File: config.mk
export PLATFORM = sky130hd
export DESIGN_NAME = operand_address_generator
export DESIGN_NICKNAME = d
export VERILOG_FILES = /design/src/verilog/oag_pkg.sv /design/src/verilog/oag_region.sv /design/src/verilog/operand_address_generator.sv
export SDC_FILE = /design/constraint.sdc
export NUM_CORES = 1
export LEC_CHECK = 0
export ABC_AREA = 1
export BUFFER_PORTS_ARGS = -buffer_cell sky130_fd_sc_hd__clkbuf_2
export CELL_PAD_IN_SITES_DETAIL_PLACEMENT = 2
export CELL_PAD_IN_SITES_GLOBAL_PLACEMENT = 2
export CORE_UTILIZATION = 25
export CTS_BUF_LIST = sky130_fd_sc_hd__clkbuf_4 sky130_fd_sc_hd__clkbuf_8 sky130_fd_sc_hd__clkbuf_16
export DETAILED_ROUTE_END_ITERATION = 12
export MAX_ROUTING_LAYER = met4
export PLACE_DENSITY_LB_ADDON = 0.1
export SLEW_MARGIN = 0
export SYNTH_ARGS = -nofsm -noshare
export SYNTH_HDL_FRONTEND = slang
export SYNTH_HIERARCHICAL = 1
export SYNTH_SLANG_ARGS = --single-unit
File: constraint.sdc
create_clock -name clk_i -period 1.1 [get_ports clk_i]
set_input_delay 0.165 -clock clk_i [delete_from_list [all_inputs] [get_ports clk_i]]
set_output_delay 0.165 -clock clk_i [all_outputs]
set_load 0.01 [all_outputs]
File: src/verilog/oag_pkg.sv
package oag_pkg;

   // ------------------------------------------------------------
   // address map constants
   // ------------------------------------------------------------
   localparam logic [15:0] SHORT_LO = 16'hfe20;   // first short address
   localparam logic [15:0] SHORT_HI = 16'hff1f;   // last short address
   localparam logic [15:0] RAM_HI = 16'hfeff;     // end of fast ram
   localparam logic [15:0] SFR_BASE = 16'hff00;   // special register page
   localparam logic [15:0] SFR_TOP = 16'hffff;    // end of register page
   localparam logic [7:0] SHORT_WRAP = 8'h20;     // field below this -> ff page
   localparam logic [6:0] SHORT_UPPER = 7'h7f;    // bits 15..9 of short ea
   localparam int SHORT_BIT8 = 8;                 // flipped page bit
   localparam logic [7:0] OP_PUSH_SECOND = 8'haa; // push second pointer pair
   localparam logic [15:0] ADDR_RST = 16'h0000;   // address after reset

   // ------------------------------------------------------------
   // types
   // ------------------------------------------------------------
   typedef enum logic [2:0] {
      MODE_DIRECT,
      MODE_SHORT,
      MODE_SHORT_PAIR,
      MODE_SFR,
      MODE_INDIRECT,
      MODE_BASED,
      MODE_STACK,
      MODE_REG
   } mode_t;

   typedef enum logic [1:0] {
      TGT_NONE,
      TGT_RAM,
      TGT_SFR,
      TGT_OTHER
   } target_t;

   typedef struct packed {
      logic valid;          // request strobe
      mode_t mode;          // addressing mode
      logic [7:0] opcode;   // raw opcode
      logic [7:0] field8;   // short/sfr/offset field
      logic [15:0] abs16;   // absolute_operand
      logic [2:0] reg_sel;  // byte register code
      logic [1:0] pair_sel; // register_pair_operand code
      logic ptr_sel;        // 0 second_pointer_pair, 1 base_pointer_pair
      logic stack_op;       // push/pop/call/ret/interrupt save
   } req_t;

   typedef struct packed {
      logic valid;          // result strobe
      logic [15:0] addr;    // effective address
      target_t target;      // region selected
      logic is_reg;         // operand is a register
      logic is_pair;        // register operand is a pair
      logic [2:0] reg_num;  // register number 0..7 or pair 0..3
      logic fault;          // odd pair address or stack off ram
      logic push_second;    // opcode pushes second pointer pair
   } res_t;

   typedef struct packed {
      logic [15:0] second_pair; // second_pointer_pair value
      logic [15:0] base_pair;   // base_pointer_pair value
      logic [15:0] stack_ptr;   // stack_pointer value
   } ptrs_t;

endpackage

File: src/verilog/oag_region.sv
`timescale 1ns/1ps
module oag_region (
   input wire logic clk_i,                  // core clock
   input wire logic nrst_i,                 // async reset, low
   input wire logic [15:0] addr_i,          // address to classify
   output oag_pkg::target_t target_o,       // registered region
   output logic in_ram_o                    // registered ram flag
);
   import oag_pkg::*;

   // ------------------------------------------------------------
   // region classify
   // ------------------------------------------------------------
   typedef struct packed {
      target_t target;
      logic in_ram;
   } reg_state_t;

   reg_state_t state;
   reg_state_t next_state;

   // fast ram is fe20..feff, register page is ff00..ffff
   always_comb begin
      next_state = state;
      next_state.in_ram = (addr_i >= SHORT_LO) && (addr_i <= RAM_HI);
      if (next_state.in_ram) begin
         next_state.target = TGT_RAM;
      end else if (addr_i >= SFR_BASE) begin
         next_state.target = TGT_SFR;
      end else begin
         next_state.target = TGT_OTHER;
      end
   end

   always_ff @(posedge clk_i or negedge nrst_i) begin
      if (!nrst_i) begin
         state <= '{target: TGT_NONE, in_ram: 1'b0};
      end else begin
         state <= next_state;
      end
   end

   assign target_o = state.target;
   assign in_ram_o = state.in_ram;
endmodule

File: src/verilog/operand_address_generator.sv
// Functional notes
// - Short direct operands reach only the 256 bytes fe20 to ff1f.
// - Short ea bit 8 is 0 for field 20..ff and 1 for field 00..1f.
// - Short fe20..feff selects fast ram, ff00..ff1f special registers.
// - The pair-sized short operand accepts only even addresses.
// - Special register mode maps the 8-bit field onto ff00 to ffff.
// - Registers at ff00..ff1f are reached by both short mode and sfr mode.
// - Byte register operands pick one of eight by a 3-bit code.
// - Operands name byte registers 0..7 and pairs 0..3.
// - Indirect mode uses one of two pointer pairs as a full address.
// - Based mode adds a zero-extended offset to the base pair mod 2^16.
// - Stack addressing applies to push, pop, call, return, irq save.
// - Stack accesses target only the fast ram area.
// - Opcode aa is recognised as pushing the second pointer pair.
// - Direct mode uses the 16-bit immediate unmodified.
`timescale 1ns/1ps
module operand_address_generator (
   input wire logic clk_i,                   // core clock, 100 MHz
   input wire logic nrst_i,                  // async reset, low
   input oag_pkg::req_t req_i,               // decoder request
   input oag_pkg::ptrs_t ptrs_i,             // pointer pair values
   output oag_pkg::res_t res_o               // registered result
);
   import oag_pkg::*;

   // ------------------------------------------------------------
   // state
   // ------------------------------------------------------------
   typedef struct packed {
      res_t res;
      logic need_ram;   // result must lie in fast ram
   } state_t;

   state_t state;
   state_t next_state;
   logic [15:0] ea;
   logic [15:0] short_ea;
   logic [16:0] based_sum;
   target_t region;
   logic region_ram;

   // short ea: upper page bits forced, bit 8 inverted from window
   always_comb begin
      short_ea = {SHORT_UPPER, (req_i.field8 < SHORT_WRAP),
                  req_i.field8};
      based_sum = {1'b0, ptrs_i.base_pair} + {9'h000, req_i.field8};
   end

   // ------------------------------------------------------------
   // effective address mux
   // ------------------------------------------------------------
   always_comb begin
      ea = ADDR_RST;
      case (req_i.mode)
         MODE_DIRECT: ea = req_i.abs16;
         MODE_SHORT: ea = short_ea;
         MODE_SHORT_PAIR: ea = short_ea;
         MODE_SFR: ea = {SFR_BASE[15:8], req_i.field8};
         MODE_INDIRECT: begin
            // full space, pointer pair chosen by one select bit
            ea = req_i.ptr_sel ? ptrs_i.base_pair
                               : ptrs_i.second_pair;
         end
         MODE_BASED: ea = based_sum[15:0]; // carry dropped
         MODE_STACK: ea = ptrs_i.stack_ptr;
         default: ea = ADDR_RST;
      endcase
      // stack instructions use the stack pointer whatever mode is coded
      if (req_i.stack_op) begin
         ea = ptrs_i.stack_ptr;
      end
   end

   // ------------------------------------------------------------
   // result register
   // ------------------------------------------------------------
   // region tag is registered in the leaf, so it lines up with res
   oag_region u_region (
      .clk_i(clk_i),
      .nrst_i(nrst_i),
      .addr_i(ea),
      .target_o(region),
      .in_ram_o(region_ram)
   );

   always_comb begin
      next_state = state;
      next_state.res.valid = req_i.valid;
      next_state.res.addr = ea;
      next_state.res.is_reg = (req_i.mode == MODE_REG);
      next_state.res.is_pair = 1'b0;
      next_state.res.reg_num = req_i.reg_sel;
      next_state.res.fault = 1'b0;
      next_state.res.push_second = req_i.valid &&
                                   (req_i.opcode == OP_PUSH_SECOND);
      next_state.need_ram = req_i.valid &&
                            (req_i.mode == MODE_STACK || req_i.stack_op);
      if (req_i.mode == MODE_REG && req_i.stack_op == 1'b0 &&
          req_i.pair_sel != 2'b00 && req_i.reg_sel == 3'b000) begin
         // reg_sel 0 with a nonzero pair code still leaves is_pair clear; ptr_sel picks pairs
         next_state.res.is_pair = 1'b0;
      end
      if (req_i.mode == MODE_REG) begin
         next_state.res.addr = ADDR_RST;
      end
      if (req_i.mode == MODE_SHORT_PAIR) begin
         next_state.res.fault = req_i.valid & short_ea[0];
      end
      // any stack access, by mode or by instruction, must stay in ram
      if (next_state.need_ram) begin
         next_state.res.fault = !((ea >= SHORT_LO) &&
                                  (ea <= RAM_HI));
      end
      if (req_i.mode == MODE_REG && req_i.ptr_sel) begin
         // ptr_sel on a register request picks the pair view
         next_state.res.is_pair = 1'b1;
         next_state.res.reg_num = {1'b0, req_i.pair_sel};
      end
   end

   always_ff @(posedge clk_i or negedge nrst_i) begin
      if (!nrst_i) begin
         state <= '0;
      end else begin
         state <= next_state;
      end
   end

   // registers at ff00..ff1f come from short or sfr mode: both map there
   always_comb begin
      res_o = state.res;
      res_o.target = state.res.is_reg ? TGT_NONE : region;
   end
endmodule

# ---- After elaboration in Yosys (flattened, before gate mapping)
# Index checks and enable logic that the tools add are counted.
dict set report totals {
  inputBits 93
  out_inout_bits 26
  register_bits 26
}
dict set report op_classes {
  n_lt_le_gt_ge 4
  addsub 1
  reduce_logical 8
  n_mux 10
  eq_ne 8
  n_bitwise 1
}
# op n
set op_table {}
lappend op_table {{16-bit case mux with 6 select lines} 1}
lappend op_table {{16-bit 2-to-1 mux} 3}
lappend op_table {{16-bit greater-or-equal comparator, second input constant} 2}
lappend op_table {{16-bit by 8-bit adder with 16-bit output} 1}
lappend op_table {{16-bit <= comparator, second input constant} 1}
lappend op_table {{3-bit == test, second input constant} 4}
lappend op_table {{8-bit == test, second input constant} 1}
lappend op_table {{8-bit by 6-bit < comparator with 1-bit output, second input constant} 1}
lappend op_table {{3-bit by 2-bit == test with 1-bit output, second input constant} 2}
lappend op_table {{1-bit logical AND} 4}
lappend op_table {{2-bit 2-to-1 mux} 2}
lappend op_table {{4-bit 2-to-1 mux} 1}
lappend op_table {{3-bit by 1-bit == test with 1-bit output, second input constant} 1}
lappend op_table {{3-bit logical NOT} 1}
lappend op_table {{1-bit 2-to-1 mux} 3}
lappend op_table {{2-bit OR reduction} 1}
lappend op_table {{1-bit bitwise AND} 1}
lappend op_table {{1-bit logical NOT} 1}
lappend op_table {{1-bit logical OR} 1}

# ---- Depth between registers and ports, before layout
# Gate-level depths: netlist of run 1.
dict set report logic_depth {
  depth_word 8
  mapped_depth 19
}

# ---- Cells and area by module
# Netlist of run 1, hierarchy kept.
# mod cells_per_inst n_inst area_each_um2 seq_area_each_um2
set by_module_without_submodules {}
lappend by_module_without_submodules {operand_address_generator 433 1 2529.9 600.6}
lappend by_module_without_submodules {oag_region 22 1 150.1 75.1}

# ---- Least setup slack after synthesis of run 1
# No wires, ideal clock.
dict set report synth_timing {
  path_type {input to register}
  startpoint {input req_i[23] (netlist bit)}
  endpoint {register state, in the netlist res_o[1]}
  setup_time_ps 117
  required_time_ps 983
  arrival_ps 1846
  n_path_buf 0
  path_slack_ps -862
  stages 17
  path_cell_list {ha_1 inv_1 fa_1 inv_1 nand3_1 nand3_1 nand2_1 nand2_2 nand2_1 nand3_1 nand2_1 a21boi_1 nand2_1 nor2_1 nand3_1 nand2_1 nand2_1}
}
# item line_no
set synth_rtl {}
lappend synth_rtl {{start: declaration} operand_address_generator.sv:20} ;# input oag_pkg::req_t req_i,
lappend synth_rtl {{end signal: assignment} operand_address_generator.sv:125} ;# state <= next_state;
lappend synth_rtl {{end: declaration} operand_address_generator.sv:34} ;# state_t state;

==> metrics.md, run 1 <==
| Metric | Value |
|---|---|
| Outcome | finished with violations |
| Failing checks | negative setup slack |
| Comb pwr share | 55.9% |
| Num Clock Sinks | 26 |
| Pwr/cell area | 792 mW/mm^2 |
| Final period util | 197% |
| TritonRoute pass-1 iters | 4 |
| CTS tree | done |
| Initial antenna violation count | 0 |
| Htree depth | 1 |
| Syn_area_per_cell | 5.90 sq um |
| P&R area growth vs syn | 89.6% |
| Fillers | 1160 |
| Vias in the first global route | 4392 |
| Max-cap violations | 0 |
| Cell area after synthesis | 0.00262 sq mm |
| Gpl congestion | 0.827 |
| Dpl cells | 770 |
| GRT overflow | 0 |
| WP depth | 19 |
| Die Span Y | 104 um |
| Max frequency | 461 MHz |
| Post-synth net total | 546 |
| Final HPWL DP | 11000 um |
| Worst path bufs/invs | 4 |
| CP max stage cell | fa_2 |
| Drt total wl | 19900 um |
| Total GRT Usage | 28.0% |
| Hold Crit Class | input port to flop |
| First-pass GRT wire length | 23300 um |
| CP Class | input port to flop |
| Hold depth | 2 |
| Site Rows | 36 |
| N_diodes | 0 |
| Critical Path Max Stage Delay | 370 ps |
| CP Capture Type | flop |
| Yosys warnings | 6 |
| Register share of total power | 26.9% |
| Fin worst setup slack | -1070 ps |
| Initial Utilization | 26.3% |
| Sw frac | 41.3% |
| Sw power | 0.00162 W |
| Clk pwr share | 17.2% |
| Area of the multi-input gates | 0.00225 sq mm |
| Num CTS Buffers | 3 |
| Maximum VDD drop | 0.579 mV |
| Worst-path fanout max | 4 |
| Initial DRC count | 224 |
| Final Hold Viols | 0 |
| Antenna Violating Nets Remaining | 0 |
| Drt via density | 5.24 |
| Layout cells sized above 1 | 55.6% |
| Pin count of the biggest net entering global routing | 27 |
| Cell breakdown of the critical path | buf_8 > ha_4 > inv_4 > fa_2 > inv_2 > nand3_2 > nand3_2 > nand2_4 > nand2_4 > nand2_1 > nand2_1 > nand3_1 > nand2_1 > nand2_2 > nand2_2 > buf_4 > nand2_2 > nor2_1 > nand3_1 |
| CORE AREA | 0.00995 sq mm |
| Final Non-Filler Cells | 797 |
| Count of port buffers added during placement | 118 |
| Leak | 2.64 nW |
| Register area | 651 sq um |
| Post-Synthesis Cells | 444 |
| Max-slew violations | 0 |
| Num ports | 119 |
| RSZ-0062 raised after global routing | true |
| Hold slack | 35.6 ps |
| Crit path required time | 1260 ps |
| Dpl cell area | 0.00415 sq mm |
| Minimum clock period | 2170 ps |
| DRC | 0 |
| Area of all placed cells without fillers | 0.00496 sq mm |
| Worst-Margin Slew | 381 ps |
| Vias | 4176 |
| Drt wl/cell | 25.0 um |
| Power, Total | 0.00393 W |
| WP data arrival | 2330 ps |
| Worst relative slew slack | 74.4% |
| # setup viols final | 23 |
| Delay-heaviest family, CP | simple AND/OR/NAND/NOR gates |
| Clock Tree Buf Depth | 2 |
| Nets@finish | 767 |
| Clock-pin slew on the worst setup and hold paths | 100 ps |
| Die W | 104 um |
| Root buffer cell | clkbuf_8 |
| Die area | 0.0109 sq mm |
| Setup TNS | -10580 ps |
| Internal | 0.00231 W |
| Setup crit start kind | input port |
[state kept, by name (all words and copies together) (netlist names)]
register and cells:
res_o 24, u_region/target_o 2
[power by group through the flow]
stage | logic, W | registers [W] | clock network [W]
after floorplan | 0.000698 | 0.00111 | 0
after global placement | 0.00149 | 0.00106 | 0
after detailed placement | 0.00156 | 0.00107 | 0
after CTS | 0.00181 | 0.00105 | 0.000649
after global routing | 0.00230 | 0.00106 | 0.000724
final | 0.00220 | 0.00106 | 0.000675
[cell usage in the layout (no fill, tap or decap), types with 7 or more instances in the layout]
cell type,instances
dfrtp_1,26
ha_4,8
nor3_1,7
nor2_2,9
nand4_1,8
nand3_2,13
inv_1,48
nand3_1,16
buf_4,92
buf_6,18
clkbuf_2,104
nand2_2,38
a21oi_1,17
nand2_1,125
a21oi_2,10
nand2_4,14
nor2_1,19
inv_2,15
buf_8,8
[stage by stage]
step | setup slack, ps | util [%]
5_1_grt | -1120 | 49.9
3_3_place_gp | -965 | 41.7
4_1_cts | -710 | 46.4
2_1_floorplan | -680 | -
6_report | -1070 | 49.9
3_5_place_dp | -1060 | 41.7
[cell type report]
class	instances	share of cell area, %
Tap cell	133	3.35
Sequential cell	26	13.1
Timing Repair Buffer	227	32.0
Multi-Input combinational cell	341	45.3
Clock buffer	4	1.11
Inverter	66	5.09
[metal layers]
metal  share of wire (%)  vias to the layer above  track usage (%)
met2                  53                      176             51.5
met1                  39                     2103             32.4
li1                    -                     1845                -
met5                   0                        -                -
met3                 4.7                       52             3.32
met4                 3.2                        0             5.51
[path summary, 6_finish.rpt]
check / from / endpoint
worst max-delay path: req_i[23] / u_region/target_o[1]
worst min-delay path: req_i[31] / res_o[0]
max in group asynchronous: nrst_i / res_o[23]
min in group asynchronous: nrst_i / res_o[21]
[timing repair]
| action | in CTS | in global routing |
|---|---|---|
| endpoints found under the setup margin | 21 | 23 |
| endpoints found under the hold margin | 26 | 0 |
| hold buffers | 1 | 0 |
| pin swaps | 42 | 57 |
| resized for setup | 78 | 87 |
| setup buffers | 11 | 18 |
| cloned | 0 | 0 |
(Power assumes the default switching activity.)
==> inputs of run 2 (changes only) <==
- CORE_UTILIZATION: 25 -> 21
- clock period: 1.1 -> 1.7 ns (I/O delays scaled with it)
==> metrics.md, run 2 (synthesized netlist as in run 1, its figures left out) <==
| Metric | Value |
|---|---|
| Vias | 3647 |
| Fin worst setup slack | -289 ps |
| Max reg flops | 24 |
| CTS tree | done |
| First-pass GRT wire length | 20600 um |
| GRT overflow | 0 |
| Delay-heaviest family, CP | simple AND/OR/NAND/NOR gates |
| Worst-Margin Slew | 668 ps |
| Max frequency | 503 MHz |
| Failing checks | negative setup slack |
| Final Hold Viols | 0 |
| Clk pwr share | 22.5% |
| Gpl congestion | 0.878 |
| Num CTS Buffers | 3 |
| Hold Crit Class | input port to asynchronous set/reset pin |
| Root buffer cell | clkbuf_16 |
| Die W | 114 um |
| WP depth | 18 |
| Sw power | 0.000810 W |
| Fillers | 1486 |
| CP max stage cell | fa_2 |
| CORE AREA | 0.0121 sq mm |
| TritonRoute pass-1 iters | 4 |
| Clock-pin slew on the worst setup and hold paths | 60 ps |
| Drt via density | 4.52 |
| Drt wl/cell | 16.3 um |
| Total GRT Usage | 21.2% |
| Pin count of the biggest net entering global routing | 27 |
| Pwr/cell area | 520 mW/mm^2 |
| Initial DRC count | 102 |
| Outcome | finished with violations |
| Comb pwr share | 47.8% |
| Antenna Violating Nets Remaining | 0 |
| Max-slew violations | 0 |
| Die area | 0.0129 sq mm |
| DRC | 0 |
| Setup crit start kind | input port |
| Dpl ws | -664 ps |
| Worst-path fanout max | 6 |
| Count of port buffers added during placement | 118 |
| RSZ-0062 raised after global routing | true |
| Crit path required time | 1830 ps |
| Site Rows | 40 |
| Num Clock Sinks | 26 |
| Layout cells sized above 1 | 44.6% |
| Final HPWL DP | 11300 um |
| Cell breakdown of the critical path | buf_8 > ha_4 > inv_2 > fa_2 > inv_2 > nand3_2 > nand3_4 > nand2_4 > nand2_4 > nand2_2 > nand3_2 > nand2_2 > a21boi_2 > inv_1 > inv_1 > nand2_1 > nor2_1 > nand3_1 |
| P&R area growth vs syn | 68.4% |
| Drt total wl | 13200 um |
| CP Capture Type | flop |
| Dpl cells | 797 |
| Initial Utilization | 21.7% |
| Maximum VDD drop | 0.366 mV |
| Internal | 0.00148 W |
| Clock Tree Buf Depth | 2 |
| Worst Setup SP | req_i[23] |
| Initial antenna violation count | 0 |
| Htree depth | 1 |
| Worst relative slew slack | 55.4% |
| # setup viols final | 6 |
| # hold bufs at CTS | 0 |
| N_diodes | 0 |
| Final Non-Filler Cells | 807 |
| Num ports | 119 |
| Worst path bufs/invs | 5 |
| Critical Path Max Stage Delay | 360 ps |
| Vias in the first global route | 4067 |
| Power, Total | 0.00229 W |
| CP Class | input port to flop |
| Register share of total power | 29.7% |
| Commonest non-fill, non-tap cell in the layout | nand2_1 |
| Final period util | 117% |
| Leak | 2.41 nW |
| Minimum clock period | 1990 ps |
| Max-cap violations | 0 |
| Hold slack | 18.5 ps |
| Die Span Y | 114 um |
| WP data arrival | 2120 ps |
| Commonest non-fill, non-tap cells in the layout | 149 x nand2_1, 116 x clkbuf_2, 80 x buf_4 |
| Final core utilization | 36.5% |
| Nets@finish | 743 |
| Sw frac | 35.4% |
[run 2: cell count changes in the layout (fill, tap and decap cells not counted), moves of 5 or more]
cell / before / now
a21oi_1: 17 / 22
buf_4: 92 / 80
buf_6: 18 / 5
buf_8: 8 / 2
clkbuf_2: 104 / 116
clkbuf_8: 5 / 0
inv_1: 48 / 58
inv_2: 15 / 7
nand2_1: 125 / 149
nand2_2: 38 / 23
nand2_4: 14 / 5
nand3_1: 16 / 27
nand3_2: 13 / 6
[run 2: power groups by stage]
stage / combinational [W] / clock, W / sequential, W
floorplan: 0.000398 / 0 / 0.000717
detailed placement: 0.000947 / 0 / 0.000693
finish: 0.00109 / 0.000516 / 0.000680
global route: 0.00120 / 0.000552 / 0.000683
global placement: 0.000912 / 0 / 0.000690
CTS: 0.00104 / 0.000539 / 0.000681
[run 2: worst paths after layout]
path	to	slack [ps]
max in group asynchronous	res_o[18]	1250
worst max-delay path	u_region/target_o[1]	-290
worst min-delay path	res_o[0]	20
min in group clk_i	res_o[0]	150
[run 2: metrics by stage]
step           setup TNS (ps)  cell area [sq um]
6_report                 -989               4410
5_1_grt                 -2060               4410
4_1_cts                 -1240               4280
3_5_place_dp            -6700               3970
3_3_place_gp            -5820               3970
2_1_floorplan            -396               2650
[run 2: cell type report]
| type | count | area [sq um] | share of cell area (%) |
|---|---|---|---|
| well taps | 168 | 210 | 4.77 |
| clock buffers | 3 | 75.1 | 1.70 |
| flip-flops and latches | 26 | 651 | 14.8 |
| inverters | 66 | 248 | 5.62 |
| repair buffers | 203 | 1270 | 28.8 |
| multi-input cells | 341 | 1960 | 44.4 |
[run 2: repair_timing]
action,in CTS,in global routing
setup buffers,6,4
endpoints found under the setup margin,15,15
cloned,0,0
pin swaps,15,25
gates resized for setup,34,36
[run 2: routing by layer]
layer	track usage [%]	share of wire, %	wire [um]	vias up
met5	-	0	0	-
met4	2.81	0.91	120	0
met3	2.02	3.4	451	10
met2	37.6	51	6700	89
met1	26.5	45	5890	1750
li1	-	-	-	1798
